--- config.mk ---
export PLATFORM = sky130hd
export DESIGN_NAME = tcr_top
export DESIGN_NICKNAME = d
export VERILOG_FILES = /design/src/tcr_tx_framer.v /design/src/tcr_rx_store.v /design/src/tcr_top.v
export VERILOG_INCLUDE_DIRS = /design/src
export SDC_FILE = /design/constraint.sdc
export NUM_CORES = 1
export LEC_CHECK = 0
export ABC_AREA = 1
export BUFFER_PORTS_ARGS = -buffer_cell sky130_fd_sc_hd__buf_2
export CAP_MARGIN = 20
export CORE_AREA = 2 2 115 117
export DETAILED_ROUTE_END_ITERATION = 10
export DIE_AREA = 0 0 117 119
export PLACE_DENSITY = 0.75
export SLEW_MARGIN = 10
export SYNTH_ARGS = -nofsm -noshare
export SYNTH_HDL_FRONTEND = slang
export SYNTH_SLANG_ARGS = --single-unit
--- constraint.sdc ---
create_clock -name clk_sys -period 2.65 [get_ports clk_sys]
set_input_delay 0.3975 -clock clk_sys [delete_from_list [all_inputs] [get_ports clk_sys]]
set_output_delay 0.3975 -clock clk_sys [all_outputs]
set_load 0.03 [all_outputs]
--- src/tcr_defs.vh ---
// constants for the transceive control register block
`ifndef TCR_DEFS_VH
`define TCR_DEFS_VH

// register word indices
`define TCR_IRQ_ENABLE_ADDR 4'h1
`define TCR_IRQ_STATUS_ADDR 4'h2
`define TCR_IRQ_CLEAR_ADDR 4'h3
`define TCR_CTRL_ADDR 4'h4

// control register fields
`define TCR_SEL_MSB 9
`define TCR_SEL_LSB 4
`define TCR_SKIP_BIT 3
`define TCR_PER_BYTE_BIT 2
`define TCR_RX_REPEAT_BIT 1
`define TCR_INITIATOR_BIT 0
`define TCR_CTRL_RESET 10'h000

// interrupt bit position of the state-change event
`define TCR_STATE_IRQ_BIT 5

// sequencer state codes
`define TCR_ST_IDLE 3'h0
`define TCR_ST_TX_WAIT 3'h1
`define TCR_ST_TX 3'h2
`define TCR_ST_RX_WAIT 3'h3
`define TCR_ST_DATA_WAIT 3'h4
`define TCR_ST_RX 3'h5

// transmit symbol kinds
`define TCR_SYM_SOF 2'h0
`define TCR_SYM_DATA 2'h1
`define TCR_SYM_EOF 2'h2

`endif

--- src/tcr_tx_framer.v ---
// transmit framer that feeds start, data and end symbols to the encoder
`timescale 1ns/100ps
`default_nettype none
`include "tcr_defs.vh"
module tcr_tx_framer (
  // clock and reset
  input wire clk_sys,
  input wire rst_n,
  // control
  input wire tx_go,
  input wire per_byte_frame_enable,
  output wire tx_busy,
  // byte source
  input wire src_valid,
  input wire [7:0] src_data,
  input wire src_last,
  output wire src_ready,
  // encoder side
  output reg sym_valid,
  output reg [1:0] sym_kind,
  output reg [7:0] sym_data,
  input wire sym_ready
);
  localparam S_IDLE = 2'h0;
  localparam S_DATA = 2'h1;
  localparam S_EOF = 2'h2;
  localparam S_STEP = 2'h3;

  reg [1:0] state_q;
  reg last_q;
  reg go_hold_q;

  // a symbol slot is free when empty or being taken this cycle
  wire slot_free = ~sym_valid | sym_ready;
  assign src_ready = (state_q == S_DATA) & slot_free;
  assign tx_busy = (state_q != S_IDLE);

  // sequencing of frame symbols
  always @(posedge clk_sys) begin
    if (!rst_n) begin
      state_q <= S_IDLE;
      last_q <= 1'b0;
      go_hold_q <= 1'b0;
      sym_valid <= 1'b0;
      sym_kind <= `TCR_SYM_SOF;
      sym_data <= 8'h00;
    end else begin
      if (sym_valid & sym_ready) begin
        sym_valid <= 1'b0;
      end
      case (state_q)
        S_IDLE, S_STEP: begin
          // a fresh trigger opens a frame; in step mode this resumes after a byte
          if ((tx_go | go_hold_q) & slot_free) begin
            go_hold_q <= 1'b0;
            sym_valid <= 1'b1;
            sym_kind <= `TCR_SYM_SOF;
            sym_data <= 8'h00;
            state_q <= S_DATA;
          end else if (tx_go) begin
            // the trigger is a one-cycle pulse; held here so a stalled end symbol cannot eat it
            go_hold_q <= 1'b1;
          end
        end
        S_DATA: begin
          if (src_valid & slot_free) begin
            sym_valid <= 1'b1;
            sym_kind <= `TCR_SYM_DATA;
            sym_data <= src_data;
            last_q <= src_last;
            // one byte per frame in step mode, else close after the last
            if (per_byte_frame_enable | src_last) begin
              state_q <= S_EOF;
            end
          end
        end
        S_EOF: begin
          if (slot_free) begin
            sym_valid <= 1'b1;
            sym_kind <= `TCR_SYM_EOF;
            sym_data <= 8'h00;
            // stall for a new trigger unless the buffer is exhausted
            state_q <= (per_byte_frame_enable & ~last_q) ? S_STEP : S_IDLE;
          end
        end
        default: begin
          state_q <= S_IDLE;
        end
      endcase
    end
  end
endmodule
`default_nettype wire

--- src/tcr_rx_store.v ---
// packs received bytes into aligned RAM words, with per-frame status in repeat mode
`timescale 1ns/100ps
`default_nettype none
`include "tcr_defs.vh"
module tcr_rx_store (
  // clock and reset
  input wire clk_sys,
  input wire rst_n,
  // control
  input wire rx_repeat_enable,
  input wire rx_begin,
  // receiver side
  input wire rx_byte_valid,
  input wire [7:0] rx_byte,
  input wire rx_end,
  input wire [7:0] rx_status,
  // RAM side
  output reg ram_we,
  output reg [7:0] ram_addr,
  output reg [31:0] ram_wdata
);
  reg [31:0] word_q;
  reg [1:0] lane_q;
  reg [7:0] addr_q;
  reg flush_q;

  // status byte joins the packer as the frame's final byte in repeat mode
  wire status_in = rx_end & rx_repeat_enable;
  wire byte_in = rx_byte_valid | status_in;
  wire [7:0] byte_val = status_in ? rx_status : rx_byte;

  // place a byte in its lane; lanes above stay zero
  function [31:0] tcr_put;
    input [31:0] word;
    input [1:0] lane;
    input [7:0] val;
    begin
      tcr_put = word;
      tcr_put[lane * 8 +: 8] = val;
    end
  endfunction

  wire [31:0] next_word = tcr_put(word_q, lane_q, byte_val);

  // packing, flushing and address stepping
  always @(posedge clk_sys) begin
    if (!rst_n) begin
      word_q <= 32'h00000000;
      lane_q <= 2'h0;
      addr_q <= 8'h00;
      flush_q <= 1'b0;
      ram_we <= 1'b0;
      ram_addr <= 8'h00;
      ram_wdata <= 32'h00000000;
    end else begin
      ram_we <= 1'b0;
      flush_q <= rx_end;
      if (rx_begin) begin
        // a fresh, non-continued reception starts at the buffer base
        addr_q <= 8'h00;
        lane_q <= 2'h0;
        word_q <= 32'h00000000;
      end else if (byte_in) begin
        if (lane_q == 2'h3) begin
          ram_we <= 1'b1;
          ram_addr <= addr_q;
          ram_wdata <= next_word;
          addr_q <= addr_q + 8'h01;
          word_q <= 32'h00000000;
        end else begin
          word_q <= next_word;
        end
        lane_q <= lane_q + 2'h1;
      end else if (flush_q && lane_q != 2'h0) begin
        // partial word goes out with zero bytes in its empty lanes
        ram_we <= 1'b1;
        ram_addr <= addr_q;
        ram_wdata <= word_q;
        addr_q <= addr_q + 8'h01;
        word_q <= 32'h00000000;
        lane_q <= 2'h0;
      end
    end
  end
endmodule
`default_nettype wire

--- src/tcr_top.v ---
// transceive control register with state trigger, framing and reception options
`timescale 1ns/100ps
`default_nettype none
`include "tcr_defs.vh"
module tcr_top (
  // clock and reset
  input wire clk_sys,
  input wire rst_n,
  // register port
  input wire [3:0] reg_addr,
  input wire [31:0] reg_wdata,
  input wire reg_wr,
  input wire reg_rd,
  output reg [31:0] reg_rdata,
  // sequencer state, same clock
  input wire [2:0] seq_state,
  // transmit request
  input wire tx_delay_done,
  input wire tx_send_req,
  // transmit byte source
  input wire src_valid,
  input wire [7:0] src_data,
  input wire src_last,
  output wire src_ready,
  // encoder symbols
  output wire sym_valid,
  output wire [1:0] sym_kind,
  output wire [7:0] sym_data,
  input wire sym_ready,
  output wire tx_busy,
  // receiver
  input wire rx_byte_valid,
  input wire [7:0] rx_byte,
  input wire rx_end,
  input wire [7:0] rx_status,
  input wire rx_begin,
  output reg rx_rearm,
  // RAM write port
  output wire ram_we,
  output wire [7:0] ram_addr,
  output wire [31:0] ram_wdata,
  // role and interrupt
  output wire contactless_frontend_initiator,
  output wire transceive_tx_first,
  output wire irq_state_change
);
  reg [9:0] ctrl_q;
  reg [9:0] ctrl_d;
  reg irq_en_q;
  reg flag_q;
  reg [2:0] prev_state_q;
  reg go_cond_q;

  // address match helper used for both reads and writes
  function tcr_hit;
    input [3:0] addr;
    input [3:0] target;
    begin
      tcr_hit = (addr == target);
    end
  endfunction

  // one-hot of the current state, in select-field order
  function [5:0] tcr_state_onehot;
    input [2:0] st;
    begin
      case (st)
        `TCR_ST_IDLE: tcr_state_onehot = 6'h01;
        `TCR_ST_TX_WAIT: tcr_state_onehot = 6'h02;
        `TCR_ST_TX: tcr_state_onehot = 6'h04;
        `TCR_ST_RX_WAIT: tcr_state_onehot = 6'h08;
        `TCR_ST_DATA_WAIT: tcr_state_onehot = 6'h10;
        `TCR_ST_RX: tcr_state_onehot = 6'h20;
        default: tcr_state_onehot = 6'h00;
      endcase
    end
  endfunction

  wire wr_ctrl = reg_wr & tcr_hit(reg_addr, `TCR_CTRL_ADDR);
  wire wr_en = reg_wr & tcr_hit(reg_addr, `TCR_IRQ_ENABLE_ADDR);
  wire wr_clr = reg_wr & tcr_hit(reg_addr, `TCR_IRQ_CLEAR_ADDR);

  wire [5:0] sel = ctrl_q[`TCR_SEL_MSB:`TCR_SEL_LSB];
  wire skip_en = ctrl_q[`TCR_SKIP_BIT];
  wire step_en = ctrl_q[`TCR_PER_BYTE_BIT];
  wire repeat_en = ctrl_q[`TCR_RX_REPEAT_BIT];
  wire initiator = ctrl_q[`TCR_INITIATOR_BIT];

  // a state is entered when the code differs from last cycle
  wire state_entered = (seq_state != prev_state_q);
  wire [5:0] entered_oh = state_entered ? tcr_state_onehot(seq_state) : 6'h00;
  // zero select bits can never match, so no flag without selection
  wire state_hit = |(entered_oh & sel);
  wire enter_rx_wait = state_entered & (seq_state == `TCR_ST_RX_WAIT);

  // start condition, gated by suppression, turned into one trigger pulse
  wire go_cond = tx_delay_done & tx_send_req & ~skip_en;
  wire tx_go = go_cond & ~go_cond_q;

  // control register next value; hardware clear of suppression wins
  always @* begin
    ctrl_d = ctrl_q;
    if (wr_ctrl) begin
      ctrl_d = reg_wdata[9:0];
    end
    if (enter_rx_wait) begin
      ctrl_d[`TCR_SKIP_BIT] = 1'b0;
    end
  end

  // register state
  always @(posedge clk_sys) begin
    if (!rst_n) begin
      ctrl_q <= `TCR_CTRL_RESET;
      irq_en_q <= 1'b0;
      flag_q <= 1'b0;
      prev_state_q <= `TCR_ST_IDLE;
      go_cond_q <= 1'b0;
      rx_rearm <= 1'b0;
    end else begin
      ctrl_q <= ctrl_d;
      prev_state_q <= seq_state;
      go_cond_q <= go_cond;
      // re-arm the receiver after each finished frame in repeat mode
      rx_rearm <= rx_end & repeat_en;
      if (wr_en) begin
        irq_en_q <= reg_wdata[`TCR_STATE_IRQ_BIT];
      end
      // sticky flag: a new event beats a clear in the same cycle
      if (state_hit) begin
        flag_q <= 1'b1;
      end else if (wr_clr & reg_wdata[`TCR_STATE_IRQ_BIT]) begin
        flag_q <= 1'b0;
      end
    end
  end

  // read data, valid only in the cycle after the strobe
  always @(posedge clk_sys) begin
    if (!rst_n) begin
      reg_rdata <= 32'h00000000;
    end else if (reg_rd) begin
      reg_rdata <= 32'h00000000;
      if (tcr_hit(reg_addr, `TCR_CTRL_ADDR)) begin
        reg_rdata[9:0] <= ctrl_q;
      end else if (tcr_hit(reg_addr, `TCR_IRQ_ENABLE_ADDR)) begin
        reg_rdata[`TCR_STATE_IRQ_BIT] <= irq_en_q;
      end else if (tcr_hit(reg_addr, `TCR_IRQ_STATUS_ADDR)) begin
        reg_rdata[`TCR_STATE_IRQ_BIT] <= flag_q;
      end
    end else begin
      reg_rdata <= 32'h00000000;
    end
  end

  // interrupt line gated by its enable
  assign irq_state_change = flag_q & irq_en_q;

  // role output; a target listens before it answers
  assign contactless_frontend_initiator = initiator;
  assign transceive_tx_first = initiator;

  // transmit framing
  tcr_tx_framer u_framer (
    .clk_sys(clk_sys),
    .rst_n(rst_n),
    .tx_go(tx_go),
    .per_byte_frame_enable(step_en),
    .tx_busy(tx_busy),
    .src_valid(src_valid),
    .src_data(src_data),
    .src_last(src_last),
    .src_ready(src_ready),
    .sym_valid(sym_valid),
    .sym_kind(sym_kind),
    .sym_data(sym_data),
    .sym_ready(sym_ready)
  );

  // reception storage; the address keeps running across repeated frames
  tcr_rx_store u_store (
    .clk_sys(clk_sys),
    .rst_n(rst_n),
    .rx_repeat_enable(repeat_en),
    .rx_begin(rx_begin),
    .rx_byte_valid(rx_byte_valid),
    .rx_byte(rx_byte),
    .rx_end(rx_end),
    .rx_status(rx_status),
    .ram_we(ram_we),
    .ram_addr(ram_addr),
    .ram_wdata(ram_wdata)
  );
endmodule
`default_nettype wire

==> out/qor.csv <==
metric;value;unit
clk_path_buf_depth;2;
vdd_drop_max;0.4904;mV
cts_setup_buffers;0;
cts.htree.levels;4;
num_rows;42;
finalSetupViolCount;0;
worstMarginPinSlew;0.7553;ns
hold_class;in2reg;
ys.warnings.count;0;
ys_seq_area_share;43.09;%
postSynthCellCount;825;
slew_headroom;49.46;%
groute.usage.overall;21.93;%
crit_type;reg2reg;
die_h;119;um
p_int;4.106;mW
power.share.clock;46.9;%
cts_buffers;17;
skew;0.01127;ns
drt_iter0_drc;519;
synthFlopType;dfxtp_1;
vias_per_cell;5.021;
ys_top_cells_by_area;dfxtp_1, nand2_1, a21oi_1;
clkTransAtPathRegs;0.06;ns
hold_violations;0;
synth_cell_types;36;
critPathLaunchType;flop;
antenna_found_initial;0;
ys_ff_latch;126;
vias;5639;
cap_violations;0;
area_delta_synth_final;22.83;%
p_seq_share;35.6;%
gp_congestion;0.8811;
nNetsFinal;1019;
dieArea;13920;um2
ff2ff_path_depth;13;
rsz0062_at_grt;false;
crit_required;2.96;ns
top_level_ports;165;
cts.sinks;126;
synth_area_leader_cell;dfxtp_1;
p_per_area;792.8;nW/um2
cts-root-buf;clkbuf_16;
n_antenna_cell;0;
start_util;45.47;%
async_reset_ff_share;0;%
min_period;2.268;ns
layout-drive-gt1-share;18.69;%
synth.most_common_cell;nand2_1;
synth_area_per_cell;7.096;um2
overflow;0;
firstDrtPassIters;4;
cp_data_arrival_time;2.58;ns
finalCritPeriodShare;85.57;%
pre_cts_slack;0.4354;ns
swShare;27.97;%
drtAntennaViolNets;0;
cts_tree;done;
clock_latency;0.42;ns
leakagePower;3.237;nW
grt_pass1_wl;24280;um
grt_pass1_vias;5135;
dieWidth;117;um
synthTopCellsByCount;nand2_1, dfxtp_1, a21oi_1, inv_1, o21ai_0;
hpwl;9796;um
route.detailed.drc;0;
end_kind;flop;
power;5.701;mW
tns;0;ns
p_switching;1.595;mW
holdWs;0.2213;ns
ctsResizeCount;0;
max_freq;441.0;MHz
drv_slew;0;
fin_ws;0.3823;ns
portBuffers;120;
netlist.area_leader.share;43.09;%
routed_wl;15030;um
syn_area;5854;um2
routedWlPerCell;13.38;um
hold_depth;3;
p_comb_share;17.5;%
hold_buffers;0;
synth-edff-count;0;
grt_max_degree;45;
status;completed;
path_max_fanout;36;
core;12870;um2
metal layers:
metal	vias up	wire length, um	global-route usage, %
li1	2868	-	-
met1	2562	6789	28.00
met5	-	0	0
met2	176	6884	34.39
met4	0	359	9.118
met3	33	995	6.463
worst max-delay path, cell delays in order (launching register included):
cell	delay, ns
dfxtp_1	0.34
buf_4	0.18
inv_2	0.08
ha_1	0.20
clkinv_1	0.18
nand2_1	0.10
nand3_2	0.11
nand2_4	0.11
nor2_8	0.24
inv_4	0.22
a21oi_1	0.17
nand2_1	0.09
nand2_1	0.08
inv_1	0.04
logic make-up (layout without fill, tap and decap cells):
kind of cell / after synthesis / count (layout) / share of synthesized area, %
XOR/XNOR: 4 / 4 / 0.5985
buffers and inverters: 156 / 257 / 12.33
AND/OR/NAND/NOR: 314 / 314 / 22.63
AO/OA/AOI/OAI: 214 / 214 / 19.15
adder cells (fa/ha/maj): 10 / 10 / 2.137
other: 1 / 22 / 0.06405
flip-flops: 126 / 126 / 43.09
power groups by stage:
stage	Clock (mW)	Sequential (mW)	Combinational [mW]
6_report	2.68	2.03	0.995
5_1_grt	2.79	2.04	1.10
4_1_cts	2.70	2.03	0.992
3_5_place_dp	0	2.07	0.983
3_3_place_gp	0	2.07	0.979
2_1_floorplan	0	2.18	0.622
state kept, by name (all words and copies together) (netlist names), 2 cells and up:
name               count
u_framer.sym_kind      2
u_store.word_q        32
u_framer.state_q       2
prev_state_q           3
u_store.ram_wdata     32
u_framer.sym_data      8
u_store.ram_addr       8
u_store.lane_q         2
u_store.addr_q         8
reg_rdata             10
ctrl_q                10
path summary, 6_finish.rpt:
| check | from | end | slack, ns |
|---|---|---|---|
| setup reg to reg | u_store.lane_q[0] | u_store.ram_wdata[4] | 0.38 |
| setup / recovery | u_store.lane_q[0] | u_store.ram_wdata[4] | 0.38 |
| hold reg to reg | ctrl_q[3] | go_cond_q | 0.45 |
| hold / removal | reg_rd | reg_rdata[5] | 0.22 |
per-stage QoR:
step,instance area [um2],std cells,util (%)
global route,7191,1123,55.85
floorplan,5933,846,-
finish,7191,1123,55.85
detailed placement,6510,1091,50.56
global placement,6510,1091,50.56
CTS,7191,1123,55.85
layout by cell type, fill, tap and decap left out, drive strengths merged, types with 10 or more instances in the layout:
cell type and instances:
nand2 215, buf 135, dfxtp 126, a21oi 122, inv 88, o21ai 70
nand3 36, nor2 35, conb 22, clkbuf 21, nand4 19, ha 10
final cells by class:
type	count	area, um2
Multi-Input combinational cell	564	2689
Clock inverter	11	210.2
Inverter	90	340.3
Timing Repair Buffer	135	738.2
Fill cell	1224	5684
Tap cell	176	220.2
Sequential cell	126	2522
Clock buffer	21	470.5
Power figures use the tool's default switching activity.
